--- config.mk ---
export PLATFORM = sky130hd
export DESIGN_NAME = ofnrs_switch
export DESIGN_NICKNAME = d
export VERILOG_FILES = /design/src/hw/ofnrs_pkg.sv /design/src/hw/ofnrs_tick.sv /design/src/hw/ofnrs_holdoff.sv /design/src/hw/ofnrs_switch.sv
export SDC_FILE = /design/constraint.sdc
export NUM_CORES = 1
export LEC_CHECK = 0
export BUFFER_PORTS_ARGS = -buffer_cell sky130_fd_sc_hd__buf_4
export CAP_MARGIN = 25
export CELL_PAD_IN_SITES_DETAIL_PLACEMENT = 1
export CELL_PAD_IN_SITES_GLOBAL_PLACEMENT = 1
export CORE_AREA = 2 2 251 278
export CTS_BUF_LIST = sky130_fd_sc_hd__clkbuf_2
export DETAILED_ROUTE_END_ITERATION = 10
export DIE_AREA = 0 0 253 280
export GPL_TIMING_DRIVEN = 0
export PLACE_DENSITY_LB_ADDON = 0.1
export SLEW_MARGIN = 25
export SYNTH_ARGS = -nofsm -noshare
export SYNTH_HDL_FRONTEND = slang
export SYNTH_SLANG_ARGS = --single-unit
--- constraint.sdc ---
create_clock -name clk -period 18.2 [get_ports clk]
set_input_delay 3.64 -clock clk [delete_from_list [all_inputs] [get_ports clk]]
set_output_delay 3.64 -clock clk [all_outputs]
set_load 0.005 [all_outputs]
--- src/hw/ofnrs_pkg.sv ---
package ofnrs_pkg;
    localparam int NUM_UNITS = 10;
    localparam int UNIT_W = 4;
    localparam int SEC_W = 7;
    localparam int ADDR_W = 14;
    localparam int RATE_W = 3;
    localparam logic [SEC_W-1:0] HOLD_DEFAULT_SEC = 7'h0a;
    localparam logic [SEC_W-1:0] HOLD_MIN_SEC = 7'h01;
    localparam logic [SEC_W-1:0] HOLD_MAX_SEC = 7'h63;
    localparam logic [ADDR_W-1:0] BASE_MD_0 = 14'h03e8;
    localparam logic [ADDR_W-1:0] BASE_MD_1 = 14'h0bb8;
    localparam logic [ADDR_W-1:0] BASE_MD_2 = 14'h1388;
    localparam logic [ADDR_W-1:0] BASE_MD_3 = 14'h1b58;
    localparam logic [ADDR_W-1:0] BASE_P2P = 14'h0000;
    localparam logic [RATE_W-1:0] CHAIN_RATE_RESET = 3'h0;
    localparam longint TICK_PERIOD_NS = 1000000000;
    localparam longint CLK_PERIOD_NS = 100;
    localparam int TICK_CYCLES = int'(TICK_PERIOD_NS / CLK_PERIOD_NS);

    typedef struct packed {
        logic [SEC_W-1:0] backup_sec;
        logic [SEC_W-1:0] restore_sec;
    } ofnrs_hold_t;

    typedef struct packed {
        logic valid;
        logic [UNIT_W-1:0] unit;
    } ofnrs_sel_t;

    typedef enum logic [1:0] {
        OFNRS_IDLE,
        OFNRS_BRIDGE,
        OFNRS_BACKUP
    } ofnrs_state_t;
endpackage

--- src/hw/ofnrs_tick.sv ---
`timescale 1ns/1ps
module ofnrs_tick #(
    parameter int TICK_CYCLES = 10
) (
    input wire logic clk,
    input wire logic rst_n,
    output logic tick
);
    logic [31:0] cnt_reg;
    logic tick_reg;

    always_ff @(posedge clk or negedge rst_n) begin
        if (!rst_n) begin
            cnt_reg <= 32'h0;
            tick_reg <= 1'b0;
        end else if (cnt_reg == 32'(TICK_CYCLES - 1)) begin
            cnt_reg <= 32'h0;
            tick_reg <= 1'b1;
        end else begin
            cnt_reg <= cnt_reg + 32'h1;
            tick_reg <= 1'b0;
        end
    end

    assign tick = tick_reg;
endmodule // ofnrs_tick

--- src/hw/ofnrs_holdoff.sv ---
`timescale 1ns/1ps
module ofnrs_holdoff (
    input wire logic clk,
    input wire logic rst_n,
    input wire logic tick,
    input wire logic qual,
    input wire logic [ofnrs_pkg::SEC_W-1:0] reload_sec,
    output logic expired
);
    // One extra count makes the first, partial second not count toward the holdoff.
    logic [ofnrs_pkg::SEC_W:0] cnt_reg;
    logic [ofnrs_pkg::SEC_W:0] cnt_next;
    logic [ofnrs_pkg::SEC_W:0] load_val;

    assign load_val = {1'b0, reload_sec} + {{ofnrs_pkg::SEC_W{1'b0}}, 1'b1};
    assign cnt_next = !qual ? load_val :
        (tick && cnt_reg != '0) ? cnt_reg - {{ofnrs_pkg::SEC_W{1'b0}}, 1'b1} : cnt_reg;

    always_ff @(posedge clk or negedge rst_n) begin
        if (!rst_n) begin
            cnt_reg <= {1'b0, ofnrs_pkg::HOLD_DEFAULT_SEC};
        end else begin
            cnt_reg <= cnt_next;
        end
    end

    assign expired = qual && cnt_reg == '0;
endmodule // ofnrs_holdoff

--- src/hw/ofnrs_switch.sv ---
`timescale 1ns/1ps
module ofnrs_switch #(
    parameter int TICK_CYCLES = ofnrs_pkg::TICK_CYCLES
) (
    input wire logic clk,
    input wire logic arst_n,
    input wire logic [ofnrs_pkg::NUM_UNITS-1:0] unit_fault_in,
    input wire logic spare_fault_in,
    input wire logic [ofnrs_pkg::NUM_UNITS-1:0] active_mask,
    input wire logic auto_mode_sel,
    input wire logic mode_wr,
    input wire ofnrs_pkg::ofnrs_hold_t hold_cfg,
    input wire logic hold_wr,
    input wire ofnrs_pkg::ofnrs_sel_t man_bridge,
    input wire ofnrs_pkg::ofnrs_sel_t man_backup,
    input wire logic remote_multidrop,
    input wire logic [ofnrs_pkg::ADDR_W-1:0] panel_set_address,
    input wire logic addr_wr,
    input wire logic [ofnrs_pkg::RATE_W-1:0] chain_rate_cfg,
    input wire logic chain_cfg_wr,
    input wire logic remote_req_valid,
    input wire logic [ofnrs_pkg::ADDR_W-1:0] remote_req_addr,
    output logic auto_mode,
    output logic stored_event_led,
    output ofnrs_pkg::ofnrs_sel_t bridge_out,
    output ofnrs_pkg::ofnrs_sel_t backup_out,
    output ofnrs_pkg::ofnrs_hold_t hold_out,
    output logic [ofnrs_pkg::ADDR_W-1:0] remote_base_addr,
    output logic addr_reject,
    output logic [ofnrs_pkg::RATE_W-1:0] chain_rate,
    output logic chain_fwd_valid,
    output logic [ofnrs_pkg::UNIT_W-1:0] chain_fwd_unit,
    output logic [ofnrs_pkg::ADDR_W-1:0] chain_fwd_addr,
    output logic spare_req_valid,
    output logic poll_strobe,
    output logic [ofnrs_pkg::UNIT_W-1:0] poll_unit
);
    localparam int N = ofnrs_pkg::NUM_UNITS;
    localparam int UW = ofnrs_pkg::UNIT_W;
    localparam int AW = ofnrs_pkg::ADDR_W;

    function automatic logic base_ok(input logic multidrop, input logic [AW-1:0] a);
        if (multidrop) begin
            base_ok = a == ofnrs_pkg::BASE_MD_0 || a == ofnrs_pkg::BASE_MD_1 ||
                a == ofnrs_pkg::BASE_MD_2 || a == ofnrs_pkg::BASE_MD_3;
        end else begin
            base_ok = a == ofnrs_pkg::BASE_P2P;
        end
    endfunction

    // Lowest set bit wins, which makes the scan order the tie-break for simultaneous faults.
    function automatic logic [UW:0] first_set(input logic [N-1:0] v);
        first_set = '0;
        for (int i = N - 1; i >= 0; i--) begin
            if (v[i]) begin
                first_set = {1'b1, UW'(i)};
            end
        end
    endfunction

    function automatic logic hold_ok(input logic [ofnrs_pkg::SEC_W-1:0] s);
        hold_ok = s >= ofnrs_pkg::HOLD_MIN_SEC && s <= ofnrs_pkg::HOLD_MAX_SEC;
    endfunction

    logic rst_meta_reg;
    logic rst_n;
    logic [N-1:0] fault_meta_reg;
    logic [N-1:0] fault_reg;
    logic spare_meta_reg;
    logic spare_f;
    logic tick;

    always_ff @(posedge clk or negedge arst_n) begin
        if (!arst_n) begin
            rst_meta_reg <= 1'b0;
            rst_n <= 1'b0;
        end else begin
            rst_meta_reg <= 1'b1;
            rst_n <= rst_meta_reg;
        end
    end

    always_ff @(posedge clk or negedge rst_n) begin
        if (!rst_n) begin
            fault_meta_reg <= '0;
            fault_reg <= '0;
            spare_meta_reg <= 1'b0;
            spare_f <= 1'b0;
        end else begin
            fault_meta_reg <= unit_fault_in;
            fault_reg <= fault_meta_reg;
            spare_meta_reg <= spare_fault_in;
            spare_f <= spare_meta_reg;
        end
    end

    ofnrs_tick #(.TICK_CYCLES(TICK_CYCLES)) u_tick (
        .clk(clk),
        .rst_n(rst_n),
        .tick(tick)
    );

    logic auto_reg;
    ofnrs_pkg::ofnrs_hold_t hold_reg;
    ofnrs_pkg::ofnrs_state_t state_reg;
    ofnrs_pkg::ofnrs_state_t state_next;
    logic [UW-1:0] unit_reg;
    logic [UW-1:0] unit_next;
    logic [N-1:0] bk_qual;
    logic [N-1:0] bk_exp;
    logic [N-1:0] rs_qual;
    logic [N-1:0] rs_exp;

    // A unit qualifies for backup only while active, faulted, and the spare is healthy.
    assign bk_qual = active_mask & fault_reg & {N{auto_reg && !spare_f}};
    assign rs_qual = ~fault_reg & {N{auto_reg}};

    genvar g;
    generate
        for (g = 0; g < N; g++) begin : g_hold
            ofnrs_holdoff u_bk (
                .clk(clk),
                .rst_n(rst_n),
                .tick(tick),
                .qual(bk_qual[g]),
                .reload_sec(hold_reg.backup_sec),
                .expired(bk_exp[g])
            );
            ofnrs_holdoff u_rs (
                .clk(clk),
                .rst_n(rst_n),
                .tick(tick),
                .qual(rs_qual[g]),
                .reload_sec(hold_reg.restore_sec),
                .expired(rs_exp[g])
            );
        end
    endgenerate

    logic [UW:0] cand_any;
    logic [UW:0] cand_other;
    logic [N-1:0] other_mask;
    logic cur_fault;
    logic cur_active;
    logic man_bk_ok;
    logic man_br_ok;

    assign cand_any = first_set(bk_exp);
    assign other_mask = ~(N'(1) << unit_reg);
    assign cand_other = first_set(bk_exp & other_mask);
    assign cur_fault = fault_reg[unit_reg];
    assign cur_active = active_mask[unit_reg];
    assign man_bk_ok = man_backup.valid && active_mask[man_backup.unit] && !spare_f;
    assign man_br_ok = man_bridge.valid && active_mask[man_bridge.unit];

    always_comb begin
        state_next = state_reg;
        unit_next = unit_reg;
        if (!auto_reg) begin
            // Operator picks act at once; unit faults are not looked at here, but a backup pick needs a healthy spare.
            if (man_bk_ok) begin
                state_next = ofnrs_pkg::OFNRS_BACKUP;
                unit_next = man_backup.unit;
            end else if (man_br_ok) begin
                state_next = ofnrs_pkg::OFNRS_BRIDGE;
                unit_next = man_bridge.unit;
            end else begin
                state_next = ofnrs_pkg::OFNRS_IDLE;
            end
        end else begin
            unique case (state_reg)
                ofnrs_pkg::OFNRS_IDLE: begin
                    if (cand_any[UW]) begin
                        state_next = ofnrs_pkg::OFNRS_BRIDGE;
                        unit_next = cand_any[UW-1:0];
                    end
                end
                ofnrs_pkg::OFNRS_BRIDGE: begin
                    // The spare gets one tick to lock before the switchover is committed.
                    if (!cur_fault || !cur_active) begin
                        state_next = ofnrs_pkg::OFNRS_IDLE;
                    end else if (tick && !spare_f) begin
                        state_next = ofnrs_pkg::OFNRS_BACKUP;
                    end
                end
                ofnrs_pkg::OFNRS_BACKUP: begin
                    if (spare_f && rs_exp[unit_reg]) begin
                        state_next = ofnrs_pkg::OFNRS_IDLE;
                    end else if (cand_other[UW] && rs_exp[unit_reg]) begin
                        state_next = ofnrs_pkg::OFNRS_BRIDGE;
                        unit_next = cand_other[UW-1:0];
                    end
                    // Otherwise the recovered unit stays offline.
                end
                default: begin
                    state_next = ofnrs_pkg::OFNRS_IDLE;
                end
            endcase
        end
    end

    always_ff @(posedge clk or negedge rst_n) begin
        if (!rst_n) begin
            auto_reg <= 1'b0;
            hold_reg <= {ofnrs_pkg::HOLD_DEFAULT_SEC, ofnrs_pkg::HOLD_DEFAULT_SEC};
            state_reg <= ofnrs_pkg::OFNRS_IDLE;
            unit_reg <= '0;
        end else begin
            if (mode_wr) begin
                auto_reg <= auto_mode_sel;
            end
            if (hold_wr && hold_ok(hold_cfg.backup_sec) && hold_ok(hold_cfg.restore_sec)) begin
                hold_reg <= hold_cfg;
            end
            state_reg <= state_next;
            unit_reg <= unit_next;
        end
    end

    logic blink_reg;
    logic led_reg;
    logic led_next;
    ofnrs_pkg::ofnrs_sel_t bridge_reg;
    ofnrs_pkg::ofnrs_sel_t backup_reg;

    // In automatic mode the indicator is steady and marks a backup in progress.
    assign led_next = auto_reg ? state_reg == ofnrs_pkg::OFNRS_BACKUP : blink_reg;

    always_ff @(posedge clk or negedge rst_n) begin
        if (!rst_n) begin
            blink_reg <= 1'b0;
            led_reg <= 1'b0;
            bridge_reg <= '0;
            backup_reg <= '0;
        end else begin
            if (tick) begin
                blink_reg <= !blink_reg;
            end
            led_reg <= led_next;
            bridge_reg <= '{valid: state_reg != ofnrs_pkg::OFNRS_IDLE, unit: unit_reg};
            backup_reg <= '{valid: state_reg == ofnrs_pkg::OFNRS_BACKUP, unit: unit_reg};
        end
    end

    logic [AW-1:0] base_reg;
    logic reject_reg;
    logic [ofnrs_pkg::RATE_W-1:0] chain_rate_reg;
    logic [AW-1:0] req_off;
    logic req_in_chain;
    logic fwd_valid_reg;
    logic [UW-1:0] fwd_unit_reg;
    logic [AW-1:0] fwd_addr_reg;
    logic spare_req_reg;

    // Unit k answers at base + k + 1; the base itself names the spare controller.
    assign req_off = remote_req_addr - base_reg;
    assign req_in_chain = remote_req_addr > base_reg && req_off <= AW'(N);

    always_ff @(posedge clk or negedge rst_n) begin
        if (!rst_n) begin
            base_reg <= ofnrs_pkg::BASE_P2P;
            reject_reg <= 1'b0;
            chain_rate_reg <= ofnrs_pkg::CHAIN_RATE_RESET;
            fwd_valid_reg <= 1'b0;
            fwd_unit_reg <= '0;
            fwd_addr_reg <= '0;
            spare_req_reg <= 1'b0;
        end else begin
            reject_reg <= addr_wr && !base_ok(remote_multidrop, panel_set_address);
            if (addr_wr && base_ok(remote_multidrop, panel_set_address)) begin
                base_reg <= panel_set_address;
            end
            if (chain_cfg_wr) begin
                chain_rate_reg <= chain_rate_cfg;
            end
            fwd_valid_reg <= remote_req_valid && req_in_chain;
            spare_req_reg <= remote_req_valid && remote_req_addr == base_reg;
            if (remote_req_valid && req_in_chain) begin
                fwd_unit_reg <= UW'(req_off - AW'(1));
                fwd_addr_reg <= remote_req_addr;
            end
        end
    end

    logic poll_reg;
    logic [UW-1:0] poll_unit_reg;
    logic [UW:0] poll_pick;
    logic [N-1:0] poll_above;

    assign poll_above = active_mask & ~((N'(2) << poll_unit_reg) - N'(1));
    assign poll_pick = poll_above != '0 ? first_set(poll_above) : first_set(active_mask);

    always_ff @(posedge clk or negedge rst_n) begin
        if (!rst_n) begin
            poll_reg <= 1'b0;
            poll_unit_reg <= '0;
        end else begin
            poll_reg <= tick && poll_pick[UW];
            if (tick && poll_pick[UW]) begin
                poll_unit_reg <= poll_pick[UW-1:0];
            end
        end
    end

    assign auto_mode = auto_reg;
    assign stored_event_led = led_reg;
    assign bridge_out = bridge_reg;
    assign backup_out = backup_reg;
    assign hold_out = hold_reg;
    assign remote_base_addr = base_reg;
    assign addr_reject = reject_reg;
    assign chain_rate = chain_rate_reg;
    assign chain_fwd_valid = fwd_valid_reg;
    assign chain_fwd_unit = fwd_unit_reg;
    assign chain_fwd_addr = fwd_addr_reg;
    assign spare_req_valid = spare_req_reg;
    assign poll_strobe = poll_reg;
    assign poll_unit = poll_unit_reg;
endmodule // ofnrs_switch

==> run_summary.xml <==
<?xml version="1.0" encoding="UTF-8"?>
<metrics>
  <group name="timing">
    <metric name="max_frequency" unit="MHz">169</metric>
    <metric name="final-max-slew-violation-count" unit="">0</metric>
    <metric name="final.setup.tns" unit="ns">0</metric>
    <metric name="finalSetupViolations" unit="">0</metric>
    <metric name="setup_repair_after_global_routing_missed_its_margin" unit="">false</metric>
    <metric name="share_of_the_clock_period_used_by_the_worst_path_after_layout" unit="%">32.4</metric>
    <metric name="finalCriticalPeriod" unit="ns">5.91</metric>
    <metric name="timing.final.hold_violations" unit="">0</metric>
    <metric name="slew-limit-headroom" unit="%">27.0</metric>
    <metric name="clock_skew" unit="ns">0.0733</metric>
    <metric name="tightest_slew" unit="ns">1.09</metric>
  </group>
  <group name="routing">
    <metric name="wirelength" unit="mm">60.1</metric>
    <metric name="dr.pass1.iters" unit="">4</metric>
    <metric name="wire_per_inst" unit="µm">19.3</metric>
    <metric name="post-route-drc-count" unit="">0</metric>
    <metric name="route.detailed.vias_per_inst" unit="">4.90</metric>
    <metric name="drtAntennaViolNets" unit="">0</metric>
    <metric name="dr_total_vias" unit="">15300</metric>
    <metric name="drt_first_iter_violations" unit="">583</metric>
  </group>
  <group name="cts">
    <metric name="clkSlewWorstSetupHoldPaths" unit="ns">0.10</metric>
    <metric name="cts_tree" unit="">built</metric>
    <metric name="cts_buffer_depth" unit="">3</metric>
    <metric name="ctsRootBufferMaster" unit="">sky130_fd_sc_hd__clkbuf_2</metric>
    <metric name="holdBufCountCts" unit="">0</metric>
    <metric name="cts_buffer_count" unit="">91</metric>
    <metric name="htreeDepth" unit="">3</metric>
    <metric name="cts.sinks" unit="">289</metric>
    <metric name="postcts_resize_cnt" unit="">0</metric>
    <metric name="post-cts-setup-buffer-count" unit="">0</metric>
    <metric name="clock_latency" unit="ns">1.08</metric>
  </group>
  <group name="power">
    <metric name="ir_worst_vdd" unit="V">0.0000336</metric>
    <metric name="pwr_density_cell" unit="nW/µm²">95.9</metric>
    <metric name="power.static_leakage" unit="nW">8.69</metric>
  </group>
  <group name="yosys">
    <metric name="sequential_cell_area_fraction_in_the_yosys_report" unit="%">43.3</metric>
    <metric name="synth_seq_cells" unit="">289</metric>
    <metric name="synth_area" unit="µm²">16800</metric>
    <metric name="synth_nets" unit="">2045</metric>
    <metric name="synthesized_area_per_cell" unit="µm²">8.81</metric>
    <metric name="synth-warning-count" unit="">0</metric>
    <metric name="post_synth_inst_count" unit="">1911</metric>
    <metric name="synth_edf_count" unit="">0</metric>
    <metric name="synth.lib_cells_used.distinct" unit="">82</metric>
    <metric name="ys_async_sr_fraction" unit="%">100</metric>
    <metric name="ys.flop_type" unit="">sky130_fd_sc_hd__dfrtp_1</metric>
  </group>
  <group name="global_routing">
    <metric name="grt_antenna_before_repair" unit="">6</metric>
    <metric name="grt_overflow" unit="">0</metric>
    <metric name="maximum_number_of_pins_on_one_net_before_global_route_repair" unit="">45</metric>
    <metric name="grt_pass1_vias" unit="">16300</metric>
    <metric name="track_usage" unit="%">17.2</metric>
    <metric name="grt_pass1_wl" unit="mm">94.6</metric>
  </group>
  <group name="worst_setup_path">
    <metric name="kind_of_launch_point_of_the_worst_setup_path" unit="">primary input</metric>
    <metric name="critical_path.endpoint_type" unit="">flop</metric>
    <metric name="path_cells" unit="">buf_4, ha_1, nor2b_1, o31a_1, o221a_4, a2111oi_0, o21bai_1, mux2i_1, or4b_1, buf_6, buf_12, mux2_4</metric>
    <metric name="worst-endpoint-arrival" unit="ns">6.80</metric>
    <metric name="regToRegSetupSlack" unit="ns">13.69</metric>
    <metric name="critPathMaxStageDelay" unit="ns">0.55</metric>
    <metric name="cpMaxStageDelayCell" unit="">sky130_fd_sc_hd__or4b_1</metric>
    <metric name="setup.worst_path.class" unit="">primary input to flop</metric>
    <metric name="critical_path_required" unit="ns">19.09</metric>
    <metric name="critical_path_peak_fanout" unit="">10</metric>
  </group>
  <group name="layout">
    <metric name="finish.net_count" unit="">2297</metric>
    <metric name="layout-area-overhead-vs-synth" unit="%">20.0</metric>
    <metric name="layout_commonest_cell" unit="">sky130_fd_sc_hd__dfrtp_1</metric>
    <metric name="share_of_post_route_cells_with_drive_strength_above_1" unit="%">19.3</metric>
    <metric name="final_cell_count_no_fill" unit="">3117</metric>
    <metric name="finalInstanceArea" unit="µm²">20200</metric>
    <metric name="layout_common_cells" unit="">sky130_fd_sc_hd__dfrtp_1 (244), sky130_fd_sc_hd__nor2_1 (211), sky130_fd_sc_hd__nand2_1 (165), sky130_fd_sc_hd__a21oi_1 (163), sky130_fd_sc_hd__o21ai_0 (159)</metric>
  </group>
  <group name="place">
    <metric name="routability_congestion" unit="">0.807</metric>
    <metric name="portBuffers" unit="">146</metric>
    <metric name="placed_cells" unit="">2945</metric>
    <metric name="placed_cell_area" unit="µm²">19400</metric>
    <metric name="dp.final_hpwl" unit="mm">43.5</metric>
  </group>
  <group name="die">
    <metric name="floorplan.initialDensity" unit="%">24.7</metric>
    <metric name="ios" unit="">154</metric>
    <metric name="fp.coreArea" unit="µm²">68200</metric>
    <metric name="chipHeight" unit="µm">280</metric>
    <metric name="die-area" unit="µm²">70800</metric>
    <metric name="rows" unit="">101</metric>
    <metric name="chipWidth" unit="µm">253</metric>
  </group>
  <group name="flow_run">
    <metric name="maxCapViolCount" unit="">0</metric>
  </group>
  <group name="worst_hold_path">
    <metric name="min-delay-path-class" unit="">flop to asynchronous set/reset pin</metric>
  </group>
  <group name="status">
    <metric name="outcome" unit="">complete, no violations</metric>
  </group>
</metrics>
## critical path, delay by kind of cell
family / cells / cell delay (ns)
simple gates: 2 / 0.72
mux: 2 / 0.46
buf+inv: 3 / 0.47
compound gates: 4 / 1.19
fa+ha+maj: 1 / 0.33
## worst paths after layout
kind                                                   from                                     to  cells past startpoint
worst max-delay path                     remote_req_addr[1]         chain_fwd_addr[13]$_DFFE_PN0P_                     12
worst max register to register        auto_mode$_DFFE_PN0P_  g_hold[4].u_bk.cnt_reg[5]$_DFFE_PN0P_                      8
max in group asynchronous                            arst_n                        rst_n$_DFF_PN0_                      1
min in group clk                fault_meta_reg[4]$_DFF_PN0_                 fault_reg[4]$_DFF_PN0_                      0
worst min-delay path                        rst_n$_DFF_PN0_  g_hold[2].u_bk.cnt_reg[6]$_DFFE_PN0P_                      0
worst min register to register              rst_n$_DFF_PN0_  g_hold[2].u_bk.cnt_reg[6]$_DFFE_PN0P_                      0
## cell type report
| type | instances | area, µm² |
|---|---|---|
| inverters | 93 | 349 |
| flip-flops and latches | 289 | 7290 |
| clock buffers | 146 | 731 |
| repair buffers | 159 | 1330 |
| multi-input cells | 1440 | 8930 |
| diodes | 5 | 12.5 |
| plain buffers | 89 | 373 |
| clock inverters | 21 | 86.3 |
| fillers | 8105 | 48000 |
| well taps | 875 | 1090 |
## kinds of logic (layout without fill, tap and decap cells)
kind of cell,count (synthesis),count (layout),share of synthesized area (%)
muxes,73,73,5.18
and+or+nand+nor,747,747,22.1
buffers and inverters,182,508,4.29
DFF,289,289,43.3
AOI/OAI and AO/OA,461,461,15.8
other,1,6,0.0223
xor gates and xnor gates,109,109,5.67
adders and majority gates,49,49,3.69
## stage by stage
step	hold slack (ns)	total power, W	worst slack, ns	utilization, %
global route	0.274	0.00210	12.28	29.6
CTS	0.266	0.00199	12.40	29.6
global placement	0.335	0.00140	4.64	27.9
floorplan	0.331	0.00119	9.63	-
finish	0.241	0.00194	12.29	29.6
detailed placement	0.255	0.00143	11.26	28.4
## power breakdown
group          internal, W  switching (W)  total, W
sequential        0.000772       0.000118  0.000890
combinational     0.000209       0.000307  0.000516
clock             0.000210       0.000322  0.000532
total              0.00119       0.000746   0.00194
## synthesized netlist by cell type, drive strengths merged, types with 8 or more instances
cell,number,area [µm²]
a211oi,9,67.6
a21oi,164,825
a31oi,27,169
and2,11,68.8
and3,23,144
and4b,10,100
buf,8,68.8
clkbuf,81,304
dfrtp,245,6130
dfstp,44,1160
ha,48,601
inv,92,345
mux2,43,522
mux2i,26,260
nand2,165,619
nand2b,22,138
nand3,70,350
nand4,26,163
nor2,211,792
nor2b,21,131
nor3,77,385
nor3b,29,223
nor4,28,175
nor4b,8,70.1
o211ai,8,60.1
o21ai,165,826
o22ai,20,125
o31ai,8,60.1
or3,19,119
xnor2,62,543
xor2,47,412
## metal layers
metal / global-route usage [%] / wire [µm] / vias up
li1: - / - / 7344
met1: 22.3 / 27500 / 7551
met2: 28.6 / 28300 / 266
met3: 3.96 / 2890 / 103
met4: 5.16 / 1390 / 2
met5: 0 / 16 / -
Note: power is estimated with default switching activity, not from simulation.
